$ cat src/pkg/gdfl_pkg.sv
package gdfl_pkg;
    // ****************************************
    // Timing
    // ****************************************
    localparam int CLK_PERIOD_PS = 8000;
    // Least low time of the fault line in auto-reset operation
    localparam int FAULT_MIN_PULSE_NS = 3000;
    localparam int FAULT_MIN_PULSE_CYC = (FAULT_MIN_PULSE_NS * 1000 + CLK_PERIOD_PS - 1)
        / CLK_PERIOD_PS;
    // Least low time of reset while clearing a latched fault
    localparam int RESET_PULSE_NS = 3000;
    localparam int RESET_PULSE_CYC = (RESET_PULSE_NS * 1000 + CLK_PERIOD_PS - 1)
        / CLK_PERIOD_PS;
    localparam int CNT_W = 10;

    // ****************************************
    // Configuration modes
    // ****************************************
    localparam logic [1:0] MODE_NONINV = 2'h0;
    localparam logic [1:0] MODE_INV = 2'h1;
    localparam logic [1:0] MODE_AUTO = 2'h2;

    typedef enum logic [1:0]
    {
        GDFL_RUN = 2'b00,
        GDFL_SAFE = 2'b01,
        GDFL_RESET = 2'b10,
        GDFL_WAIT = 2'b11
    } gdfl_state_e;
endpackage

$ cat src/hdl/gdfl_host.sv
`timescale 1ns/1ps
module gdfl_host
(
    // Clock and reset
    input wire logic clock,
    input wire logic rstn,
    input wire logic clk_en,
    // User side
    input wire logic [1:0] mode,
    input wire logic gate_cmd,
    input wire logic clear_req,
    output logic fault_seen,
    output logic clear_busy,
    // Device pins
    output logic noninv_gate_input,
    output logic inv_gate_input,
    output logic reset_n_pin,
    input wire logic fault_n_in,
    output logic fault_n_out,
    output logic fault_n_oe
);
    // ****************************************
    // Fault line synchroniser
    // ****************************************
    logic fsync1_r;
    logic fsync2_r;
    logic fsync1_nxt;
    logic fsync2_nxt;

    always_comb
    begin
        fsync1_nxt = fault_n_in;
        fsync2_nxt = fsync1_r;
    end

    always_ff @(posedge clock or negedge rstn)
    begin
        if (!rstn)
        begin
            fsync1_r <= 1'b1;
            fsync2_r <= 1'b1;
        end
        else if (clk_en)
        begin
            fsync1_r <= fsync1_nxt;
            fsync2_r <= fsync2_nxt;
        end
    end

    // ****************************************
    // Control state
    // ****************************************
    gdfl_pkg::gdfl_state_e state_r;
    gdfl_pkg::gdfl_state_e state_nxt;
    logic [gdfl_pkg::CNT_W-1:0] cnt_r;
    logic [gdfl_pkg::CNT_W-1:0] cnt_nxt;
    logic fault_seen_r;
    logic fault_seen_nxt;
    logic noninv_r;
    logic noninv_nxt;
    logic inv_r;
    logic inv_nxt;
    logic rst_n_r;
    logic rst_n_nxt;
    logic busy_r;
    logic busy_nxt;
    logic cmd_eff;
    logic fault_now;

    assign fault_now = !fsync2_r;

    always_comb
    begin
        state_nxt = state_r;
        cnt_nxt = cnt_r;
        // Set wins over clear: a fault seen this cycle stays flagged
        fault_seen_nxt = fault_seen_r | fault_now;
        // A shared fault line low blocks the command in every mode
        cmd_eff = gate_cmd & !fault_now & (state_r == gdfl_pkg::GDFL_RUN);
        case (state_r)
            gdfl_pkg::GDFL_RUN:
            begin
                if (clear_req && mode != gdfl_pkg::MODE_AUTO)
                begin
                    state_nxt = gdfl_pkg::GDFL_SAFE;
                end
            end
            gdfl_pkg::GDFL_SAFE:
            begin
                // One cycle of gate-off inputs before reset falls
                state_nxt = gdfl_pkg::GDFL_RESET;
                cnt_nxt = '0;
            end
            gdfl_pkg::GDFL_RESET:
            begin
                // Pin falls one cycle after entry, so the full count is low time
                cnt_nxt = cnt_r + gdfl_pkg::CNT_W'(1);
                if (cnt_r >= gdfl_pkg::CNT_W'(gdfl_pkg::RESET_PULSE_CYC))
                begin
                    state_nxt = gdfl_pkg::GDFL_WAIT;
                end
            end
            gdfl_pkg::GDFL_WAIT:
            begin
                // Reset released; inputs stay off one more cycle
                state_nxt = gdfl_pkg::GDFL_RUN;
                fault_seen_nxt = fault_now;
            end
            default:
            begin
                state_nxt = gdfl_pkg::GDFL_RUN;
            end
        endcase
        rst_n_nxt = !(state_r == gdfl_pkg::GDFL_RESET && state_nxt == gdfl_pkg::GDFL_RESET);
        busy_nxt = (state_nxt != gdfl_pkg::GDFL_RUN);
        case (mode)
            gdfl_pkg::MODE_INV:
            begin
                noninv_nxt = !fault_now;
                inv_nxt = !cmd_eff;
            end
            gdfl_pkg::MODE_AUTO:
            begin
                noninv_nxt = cmd_eff;
                inv_nxt = 1'b0;
                // Each gate-low phase clears the device latch
                rst_n_nxt = cmd_eff;
            end
            default:
            begin
                noninv_nxt = cmd_eff;
                inv_nxt = 1'b0;
            end
        endcase
    end

    always_ff @(posedge clock or negedge rstn)
    begin
        if (!rstn)
        begin
            state_r <= gdfl_pkg::GDFL_RUN;
            cnt_r <= '0;
            fault_seen_r <= 1'b0;
            noninv_r <= 1'b0;
            inv_r <= 1'b0;
            rst_n_r <= 1'b1;
            busy_r <= 1'b0;
        end
        else if (clk_en)
        begin
            state_r <= state_nxt;
            cnt_r <= cnt_nxt;
            fault_seen_r <= fault_seen_nxt;
            noninv_r <= noninv_nxt;
            inv_r <= inv_nxt;
            rst_n_r <= rst_n_nxt;
            busy_r <= busy_nxt;
        end
    end

    // ****************************************
    // Shared fault line drive
    // ****************************************
    logic line_out_r;
    logic line_out_nxt;
    logic line_oe_r;
    logic line_oe_nxt;

    always_comb
    begin
        // Host never pulls the shared line; it only listens
        line_out_nxt = 1'b0;
        line_oe_nxt = 1'b0;
    end

    always_ff @(posedge clock or negedge rstn)
    begin
        if (!rstn)
        begin
            line_out_r <= 1'b0;
            line_oe_r <= 1'b0;
        end
        else if (clk_en)
        begin
            line_out_r <= line_out_nxt;
            line_oe_r <= line_oe_nxt;
        end
    end

    // ****************************************
    // Output ports
    // ****************************************
    assign fault_seen = fault_seen_r;
    assign clear_busy = busy_r;
    assign noninv_gate_input = noninv_r;
    assign inv_gate_input = inv_r;
    assign reset_n_pin = rst_n_r;
    assign fault_n_out = line_out_r;
    assign fault_n_oe = line_oe_r;
endmodule

$ cat config.mk
export PLATFORM = sky130hd
export DESIGN_NAME = gdfl_host
export DESIGN_NICKNAME = d
export VERILOG_FILES = /design/src/pkg/gdfl_pkg.sv /design/src/hdl/gdfl_host.sv
export SDC_FILE = /design/constraint.sdc
export NUM_CORES = 1
export LEC_CHECK = 0
export ABC_AREA = 1
export BUFFER_PORTS_ARGS = -buffer_cell sky130_fd_sc_hd__buf_2
export CORE_MARGIN = 2
export CORE_UTILIZATION = 40
export CTS_BUF_LIST = sky130_fd_sc_hd__clkbuf_4 sky130_fd_sc_hd__clkbuf_8
export CTS_CLUSTER_SIZE = 30
export DETAILED_ROUTE_END_ITERATION = 10
export SETUP_SLACK_MARGIN = 0.05
export SYNTH_ARGS = -nofsm -noshare
export SYNTH_HDL_FRONTEND = slang
export SYNTH_SLANG_ARGS = --single-unit
export TNS_END_PERCENT = 30
$ cat constraint.sdc
create_clock -name clock -period 2.1 [get_ports clock]
set_input_delay 0.315 -clock clock [delete_from_list [all_inputs] [get_ports clock]]
set_output_delay 0.315 -clock clock [all_outputs]
set_load 0.01 [all_outputs]
-- Yosys cells after proc, flatten, opt, wreduce, memory -nomap -nowiden
Cells that the tools add are included.
W data, S select, Z words.
- register bits: 19
- logic and storage cells: 38
- input bits: 8
- output and inout bits: 7
- mux-type cells: 8
- bitwise gates (word level): 3
- eq/ne operators: 7
- add/sub/neg operators: 1
- reduce and logical (&&, ||, !) cells: 9
- magnitude comparators: 1
- operator list (operator ; number):
    $pmux W10 S2 ; 1
    $add A10 B1 Y10 const B ; 1
    $ge A10 B9 Y1 const B ; 1
    $eq A2 B2 Y1 const B ; 4
    $pmux W2 S4 ; 1
    $eq A2 B1 Y1 const B ; 2
    $mux W1 ; 4
    $mux W2 ; 2
    $reduce_bool A2 Y1 ; 2
    $logic_not A1 Y1 ; 3
    $and A1 B1 Y1 ; 2
    $logic_and A1 B1 Y1 ; 2
    $logic_not A2 Y1 ; 1
    $ne A2 B2 Y1 const B ; 1
    $reduce_and A2 Y1 ; 1
    $or A1 B1 Y1 ; 1

-- Longest topological paths before layout
Gate-level depths: netlist of run 1.
- word-level depth: 8
- depth in mapped cells: 9
- gate-level depth less buffers: 9

-- Least setup slack after synthesis of run 1
Ideal clock, no wire load.
- kind: register to register
- start: reg state_r[0]
- end: reg cnt_r[6] in the netlist's numbering
- arrival: 1257 ps
- required time: 1982 ps
- clock period less this slack: 1375 ps
- stages on the path, launching flop included: 9
- setup slack: 725 ps
- setup time: 118 ps
- buffers on the path: 0
- path through: dfrtp_1 -> inv_1 -> ha_1 -> nand2_4 -> nor2_4 -> and3_1 -> nand2_1 -> nand2_1 -> a21oi_2
- cells in the longest elaborated chain, start to end: 3
- elaborated cells between the ends (all ways): 5
- those cells by class: eq/ne: 2; mux: 1; reduce/logical: 2
- ends and longest elaborated chain (element ; line ; text):
    start, declared ; gdfl_host.sv:53 ; gdfl_pkg::gdfl_state_e state_r;
    start signal, assigned ; gdfl_host.sv:141 ; state_r <= gdfl_pkg::GDFL_RUN;
    start signal, assigned ; gdfl_host.sv:151 ; state_r <= state_nxt;
    $eq A2 B2 Y1 / $eq A2 B1 Y1 (equally long branches) ; gdfl_host.sv:80 ; case (state_r)
    $reduce_bool A2 Y1 (no line) ; n/a ;
    $reduce_and A2 Y1 (no line) ; n/a ;
    end signal, assigned ; gdfl_host.sv:152 ; cnt_r <= cnt_nxt;
    end, declared ; gdfl_host.sv:55 ; logic [gdfl_pkg::CNT_W-1:0] cnt_r;
Several ways; a longest one is shown, not always the timed one.
A chain may end at the register's enable or synchronous reset.

-- Final worst setup path of run 1
- start: reg state_r[0]
- end: reg cnt_r[5] in the netlist's numbering
Same word-level chain as after synthesis.

==> impl_metrics.yaml, run 1 <==
floorplan:
  core_area_um2: 2540
  die_area_um2: 3170
  io_pins: 15
  die_height_um: 56.3
  floorplan.initialDensity: 0.430
  num_rows: 18
  die_width_um: 56.3
global_route:
  grt_pass1_vias: 844
  antenna_found_initial: 0
  grt_first_pass_wirelength_um: 3650
  grt_overflow: 0
  grt_usage: 0.142
  grt_max_degree: 20
timing:
  rsz0062_at_grt: "no"
  setup_viol: 0
  finalHoldViolCount: 0
  fin_crit_sh: 0.722
  fin_crit_ns: 1.52
  setup_slack_ns: 0.584
  skew_ns: 0.00278
  max_freq_ghz: 0.660
  finalMaxSlewViolations: 0
  fin_tns_setup_ns: 0
power_and_ir_drop:
  p_clk_frac: 0.184
  ir_worst_vdd_mv: 0.560
  totalPowerFinal_mw: 1.08
  combPwrFrac: 0.364
  p_leak_nw: 0.644
  seq_power_share: 0.452
  power_density_nw_per_um2: 897
  switching_power_mw: 0.425
  p_int_mw: 0.656
  power_switching_share: 0.393
worst_setup_path:
  cp.arrival_ns: 1.71
  critical_path.max_stage_delay_ns: 0.36
  required_ns: 2.29
  startpoint: "state_r[0]"
  r2r_start: "state_r[0]"
  startpoint_type: "flip-flop"
  critPathKind: "flip-flop to flip-flop"
  crit_chain: "inv_1 > ha_1 > nand2_4 > nor3_4 > nand4_1 > nand2_1 > a21oi_1"
  critPathMaxFanout: 9
  critPathSlowestCell: "dfrtp_1"
  cp-end-kind: "flip-flop"
logic_synthesis:
  synth_common_cells: "45 x nand2_1, 19 x inv_1, 16 x dfrtp_1, 10 x nand3_1, 10 x nor2_1"
  syn_area_um2: 1090
  synth_compound_area_frac: 0.0801
  ys_ff_latch: 19
  synth_xor_area_frac: 0
  yosysWarnings: 0
  yosysTopAreaCell: "dfrtp_1"
  yosysSeqAreaShare: 0.438
  syn_area_per_cell_um2: 7.59
  synth_top_area_share: 0.366
  synthAdderAreaFrac: 0.0572
  synthCells: 144
  synthMuxAreaShare: 0
  synth_simple_gate_area_frac: 0.325
  synth_edf_count: 0
  synth_cell_types: 22
  synthArstFlopShare: 1.00
  ys.flop_type: "dfrtp_1"
  yosysMostFrequentCell: "nand2_1"
  synth.area.top_cells: "dfrtp_1 37%, nand2_1 15%, dfstp_2 7.2%"
  synth_top_family_by_area: "simple AND/OR/NAND/NOR gates"
layout:
  regMostFlops: "cnt_r"
  stdcell_count: 187
  postLayoutCoreUtil: 0.473
  multi_input_area_um2: 513
  largest_reg_flops: 10
  drive_above_1_share: 0.153
  fin_nets: 171
  reg.largest.list: "cnt_r: 10 flops, state_r: 2 flops"
  fillCellCount: 264
  area_growth_pct: 10.2
  seq_area_um2: 479
  n_antenna_cell: 0
route:
  via_per_inst: 4.95
  drt-total-wl_um: 2110
  drt_iter0_drc: 15
  vias: 925
  firstDrtPassIters: 4
  detail_route.wl_per_cell_um: 11.3
  drtAntennaViolNets: 0
  drc: 0
clocking:
  numCtsBuffers: 3
  ctsResizeCount: 0
  root_buffer: "clkbuf_4"
  cts_tree: "done"
  clk_pin_slew_ns: 0.11
  h-tree-depth: 1
  clock_latency_ns: 0.29
  cts.sinks: 19
  clock_path_buffers: 2
place:
  gp_congestion: 0.738
  dp_hpwl_um: 1580
  dp.cells: 182
  io_buffers: 12
  place_ws_ns: 0.605
min_path:
  hp-class: "primary input to flip-flop"
  hp-start: "fault_n_in"
status:
  status: "finished clean"
flow_run:
  max_cap_violations: 0
==> critical path: cells and delay by family (launching register included) <==
family,cells,cell delay (ns)
compound gates,1,0.04
buf+inv,1,0.10
fa+ha+maj,1,0.36
simple gates,4,0.57
flops,1,0.36
==> layer usage <==
metal / vias up / global-route usage / wire [um] / part of all wire
met5: - / 0 / 0 / 0
met4: 0 / 0.0510 / 22 / 0.010
met3: 4 / 0.0253 / 83 / 0.039
met2: 16 / 0.225 / 958 / 0.45
met1: 425 / 0.195 / 1050 / 0.50
li1: 480 / - / - / -
==> metrics by stage <==
step	instance area, um2	hold WS, ns
floorplan	1100	0.0194
global placement	1160	0.275
detailed placement	1160	0.284
CTS	1200	0.200
global route	1200	0.213
finish	1200	0.210
==> repair_timing <==
action | CTS | global route
hold buffers | 1 | 0
hold endpoints to repair | 16 | 0
buffers inserted | 0 | 0
==> logic make-up after synthesis <==
family / Yosys count
AOI/OAI and AO/OA: 16
adders and majority gates: 5
buffers and inverters: 25
DFF: 19
other: 1
and+or+nand+nor: 78
==> layout make-up <==
cell class                 instances  area share
clock buffer                       4      0.0249
timing repair buffer              13      0.0582
sequential                        19       0.398
tap                               30      0.0312
multi-input combinational        101       0.426
inverter                          20      0.0623
==> cells in the final DEF (no fill, tap or decap), types with 2 or more instances in the layout <==
cell type  instances
nand2_1           45
ha_1               5
dfrtp_1           16
and3_1             2
dfstp_2            3
a21oi_1            5
clkbuf_4           4
nand3_1           10
buf_2             12
nand4_1            6
conb_1             2
nor3_1             2
o21ai_0            8
inv_1             19
nor2_1            10
==> final timing paths <==
path                             to  slack, ns  cells past startpoint
max in group asynchronous  fsync1_r       1.29                      2
hold / removal             fsync1_r       0.21                      3
setup reg to reg           cnt_r[5]       0.58                      7
setup / recovery           cnt_r[5]       0.58                      7
min in group asynchronous  cnt_r[3]       0.48                      2
hold reg to reg            fsync2_r       0.47                      2
==> power by group through the flow <==
| stage | clock (mW) | sequential (mW) | combinational (mW) |
|---|---|---|---|
| 4_1_cts | 0.209 | 0.488 | 0.398 |
| 3_3_place_gp | 0 | 0.492 | 0.394 |
| 3_5_place_dp | 0 | 0.494 | 0.393 |
| 5_1_grt | 0.221 | 0.498 | 0.459 |
| 2_1_floorplan | 0 | 0.498 | 0.286 |
| 6_report | 0.199 | 0.489 | 0.393 |
Power figures use the tool's default switching activity.
==> run 2, diff against run 1 <==
Clock period 2.1 ns to 1.55 ns, I/O delays scaled along.
==> impl_metrics.yaml, run 2 (synthesized netlist as in run 1, its figures left out) <==
place:
  dp.cells: 184
  gp_congestion: 0.845
  place_ws_ns: 0.0569
  dp_hpwl_um: 1680
  io_buffers: 12
worst_setup_path:
  startpoint_type: "flip-flop"
  worstRegToRegCells: 7
  cp-end-kind: "flip-flop"
  cp.arrival_ns: 1.63
  required_ns: 1.78
  r2r_start: "state_r[1]"
  reg2reg_slack_ns: 0.15
  critPathMaxFanout: 9
  r2r-end: "cnt_r[6]"
  critPathKind: "flip-flop to flip-flop"
timing:
  fin_crit_sh: 0.904
  skew_ns: 0.00298
  finalMaxSlewViolations: 0
  setup_viol: 0
  finalHoldViolCount: 0
  fin_tns_setup_ns: 0
  setup_slack_ns: 0.149
  rsz0062_at_grt: "yes"
  fin_crit_ns: 1.40
  max_freq_ghz: 0.714
global_route:
  grt_overflow: 0
  grt_max_degree: 20
  grt_pass1_vias: 966
  grt_first_pass_wirelength_um: 4000
  grt_usage: 0.157
  antenna_found_initial: 0
min_path:
  holdPathStages: 3
  min_to: "fsync1_r"
  hp-class: "primary input to flip-flop"
  hp-start: "fault_n_in"
layout:
  drive_above_1_share: 0.205
  area_growth_pct: 16.1
  n_antenna_cell: 0
  stdcell_count: 191
  final_common_cell: "nand2_1"
  regMostFlops: "cnt_r"
  reg.largest.list: "cnt_r: 10 flops, state_r: 2 flops"
  largest_reg_flops: 10
  postLayoutCoreUtil: 0.499
  fillCellCount: 255
  fin_nets: 175
  final_cell_mix: "44 x nand2_1, 19 x inv_1, 16 x dfrtp_1"
route:
  detail_route.wl_per_cell_um: 11.7
  drt-total-wl_um: 2240
  firstDrtPassIters: 4
  vias: 975
  drtAntennaViolNets: 0
  via_per_inst: 5.10
  drt_iter0_drc: 28
  drc: 0
floorplan:
  core_area_um2: 2540
  die_width_um: 56.3
  io_pins: 15
  floorplan.initialDensity: 0.430
  die_height_um: 56.3
  num_rows: 18
  die_area_um2: 3170
clocking:
  root_buffer: "clkbuf_4"
  clock_path_buffers: 2
  numCtsBuffers: 3
  h-tree-depth: 1
  clk_pin_slew_ns: 0.11
  cts.sinks: 19
  cts_tree: "done"
  clock_latency_ns: 0.29
status:
  status: "finished clean"
power_and_ir_drop:
  p_leak_nw: 0.665
  power_density_nw_per_um2: 1280
  ir_worst_vdd_mv: 0.716
flow_run:
  max_cap_violations: 0
run 2: power by group:
part	total (mW)	switching, mW	internal (mW)
registers	0.656	0.0606	0.595
clock network	0.267	0.150	0.117
logic	0.705	0.424	0.281
total	1.63	0.634	0.994
run 2: per-layer routing:
layer / GRT usage / routed length (um) / vias up
met2: 0.257 / 1060 / 15
met3: 0.0207 / 55 / 4
met4: 0.0612 / 23 / 0
li1: - / - / 492
met1: 0.211 / 1110 / 464
met5: 0 / 0 / -
run 2: how the worst max path moves through the flow:
stage | from | end | slack, ns | cells past startpoint
6_report | state_r[1] | cnt_r[6] | 0.15 | 7
5_1_grt | state_r[1] | cnt_r[5] | 0.02 | 7
4_1_cts | state_r[1] | cnt_r[6] | 0.08 | 7
3_5_place_dp | state_r[1] | cnt_r[6] | 0.06 | 8
3_3_place_gp | cnt_r[0] | state_r[0] | 0.12 | 9
2_1_floorplan | state_r[0] | cnt_r[6] | 0.17 | 8
run 2: through the flow:
step / hold slack, ns / cell area [um2] / power [mW]
CTS: 0.121 / 1230 / 1.55
global placement: 0.200 / 1180 / 1.24
global route: 0.130 / 1270 / 1.77
finish: 0.129 / 1270 / 1.63
detailed placement: 0.198 / 1180 / 1.25
floorplan: -0.0631 / 1100 / 1.06
run 2: worst max-delay path, stage by stage (launching register included):
cell and delay (ns):
dfrtp_1 0.36, inv_1 0.09, ha_4 0.30, nand2_4 0.10, nor2_4 0.12, and3_4 0.19
nand2_1 0.06, a21oi_2 0.12
run 2: what timing repair did:
item	4_1_cts	5_1_grt
hold endpoints to repair	16	0
pin swaps	0	1
setup buffers	1	1
setup endpoints to repair	2	5
gates resized for setup	0	7
hold buffers	1	0
run 2: cell type report:
class	instances	area, um2	share of cell area
timing repair buffer	17	100	0.0788
clock buffer	4	30.0	0.0236
inverter	20	75.1	0.0591
tap	30	37.5	0.0296
sequential	19	479	0.377
multi-input combinational	101	548	0.432
==> run 3, diff against run 2 <==
--- a/config.mk
+++ b/config.mk
@@ -7,5 +7,5 @@
 export LEC_CHECK = 0
 export ABC_AREA = 1
-export BUFFER_PORTS_ARGS = -buffer_cell sky130_fd_sc_hd__buf_2
+export BUFFER_PORTS_ARGS = -buffer_cell sky130_fd_sc_hd__buf_4
 export CORE_MARGIN = 2
 export CORE_UTILIZATION = 40
==> constraint.sdc (replaced) <==
create_clock -name clock -period 1.55 [get_ports clock]
set_input_delay 0.3875 -clock clock [delete_from_list [all_inputs] [get_ports clock]]
set_output_delay 0.3875 -clock clock [all_outputs]
set_load 0.01 [all_outputs]
==> impl_metrics.yaml, run 3 (synthesized netlist as in run 1, its figures left out) <==
clocking:
  clk_pin_slew_ns: 0.11
  cts.sinks: 19
  numCtsBuffers: 3
  clock_path_buffers: 2
  h-tree-depth: 1
  root_buffer: "clkbuf_4"
  cts_tree: "done"
  clock_latency_ns: 0.30
place:
  dp_hpwl_um: 1770
  gp_congestion: 0.824
  io_buffers: 12
  dp.cells: 184
route:
  drc: 0
  drtAntennaViolNets: 0
  drt_iter0_drc: 20
  firstDrtPassIters: 4
  drt-total-wl_um: 2310
  via_per_inst: 5.01
  detail_route.wl_per_cell_um: 12.2
  vias: 952
global_route:
  grt_overflow: 0
  grt_pass1_vias: 972
  antenna_found_initial: 0
  grt_first_pass_wirelength_um: 4170
  grt_usage: 0.163
  grt_max_degree: 20
flow_run:
  max_cap_violations: 0
layout:
  final_cell_mix: "44 x nand2_1, 19 x inv_1, 16 x dfrtp_1"
  final_common_cell: "nand2_1"
  fillCellCount: 253
  n_antenna_cell: 0
  reg.largest.list: "cnt_r: 10 flops, state_r: 2 flops"
  regMostFlops: "cnt_r"
  largest_reg_flops: 10
  stdcell_count: 190
  fin_nets: 174
  area_growth_pct: 17.3
  drive_above_1_share: 0.200
power_and_ir_drop:
  totalPowerFinal_mw: 1.60
  switching_power_mw: 0.615
  p_int_mw: 0.989
  power_switching_share: 0.383
  seq_power_share: 0.413
  combPwrFrac: 0.417
  ir_worst_vdd_mv: 0.743
  p_clk_frac: 0.171
  power_density_nw_per_um2: 1250
  p_leak_nw: 0.666
worst_setup_path:
  worstRegToRegCells: 8
  r2r_start: "state_r[1]"
  reg2reg_slack_ns: 0.15
  required_ns: 1.75
  critPathKind: "flip-flop to flip-flop"
  cp-end-kind: "flip-flop"
  startpoint_type: "flip-flop"
  r2r-end: "cnt_r[6]"
  cp.arrival_ns: 1.59
  critPathMaxFanout: 9
floorplan:
  die_height_um: 56.3
  floorplan.initialDensity: 0.430
  die_area_um2: 3170
  core_area_um2: 2540
  num_rows: 18
  io_pins: 15
  die_width_um: 56.3
status:
  status: "finished clean"
timing:
  fin_crit_ns: 1.40
  finalHoldViolCount: 0
  finalMaxSlewViolations: 0
  rsz0062_at_grt: "yes"
  fin_tns_setup_ns: 0
  max_freq_ghz: 0.716
  fin_crit_sh: 0.901
  hold_ws_ns: 0.284
  setup_viol: 0
  skew_ns: 0.00264
min_path:
  holdPathStages: 3
  min_to: "fsync1_r"
  hp-class: "primary input to flip-flop"
  hp-start: "fault_n_in"
==> run 3: cell types whose count changed in the layout (fill, tap and decap cells not counted), sizes merged <==
cell	change
buf	-1
==> run 3: cell type report <==
| cell class | count | area (um2) | area share |
|---|---|---|---|
| inverters | 20 | 75.1 | 0.0585 |
| flip-flops and latches | 19 | 479 | 0.374 |
| well taps | 30 | 37.5 | 0.0293 |
| repair buffers | 16 | 123 | 0.0956 |
| multi-input cells | 101 | 538 | 0.420 |
| clock buffers | 4 | 30.0 | 0.0234 |
==> run 3: how the worst max path moves through the flow <==
stage	cells after the start	endpoint	start
after detailed placement	7	cnt_r[5]	state_r[1]
final	8	cnt_r[6]	state_r[1]
after global placement	9	state_r[0]	cnt_r[0]
after floorplan	8	cnt_r[6]	state_r[0]
after global routing	9	state_r[0]	state_r[0]
after CTS	7	cnt_r[6]	state_r[1]
==> run 3: per-layer routing <==
layer,vias up,part of all wire,global-route usage
met5,-,0,0
met4,0,0.022,0.0816
met3,6,0.034,0.0323
met2,17,0.47,0.257
met1,441,0.48,0.212
li1,488,-,-
==> run 3: critical path, stage by stage, from the launching register on <==
cell	delay, ns
dfrtp_1	0.36
inv_1	0.09
ha_4	0.29
nand2_4	0.09
nor2_4	0.12
and3_4	0.19
nand2_1	0.05
nand2_1	0.07
a21oi_2	0.03
==> run 3: power by group through the flow <==
stage               clock network [mW]  logic [mW]  registers, mW
floorplan                            0       0.388          0.674
global placement                     0       0.597          0.669
detailed placement                   0       0.600          0.676
CTS                              0.283       0.604          0.666
global route                     0.299       0.763          0.680
finish                           0.274       0.668          0.662
==> run 3: what timing repair did <==
action,4_1_cts,5_1_grt
pin swaps,1,0
hold endpoints to repair,16,0
hold buffers,1,0
setup buffers,0,1
setup endpoints to repair,2,7
gates resized for setup,0,5
==> run 3: stage by stage <==
| stage | utilization | cell area [um2] | setup slack [ns] |
|---|---|---|---|
| final | 0.504 | 1280 | 0.154 |
| after global routing | 0.504 | 1280 | 0.0264 |
| after CTS | 0.491 | 1250 | 0.0487 |
| after detailed placement | 0.475 | 1210 | 0.0527 |
| after global placement | 0.475 | 1210 | 0.110 |
| after floorplan | - | 1100 | 0.175 |
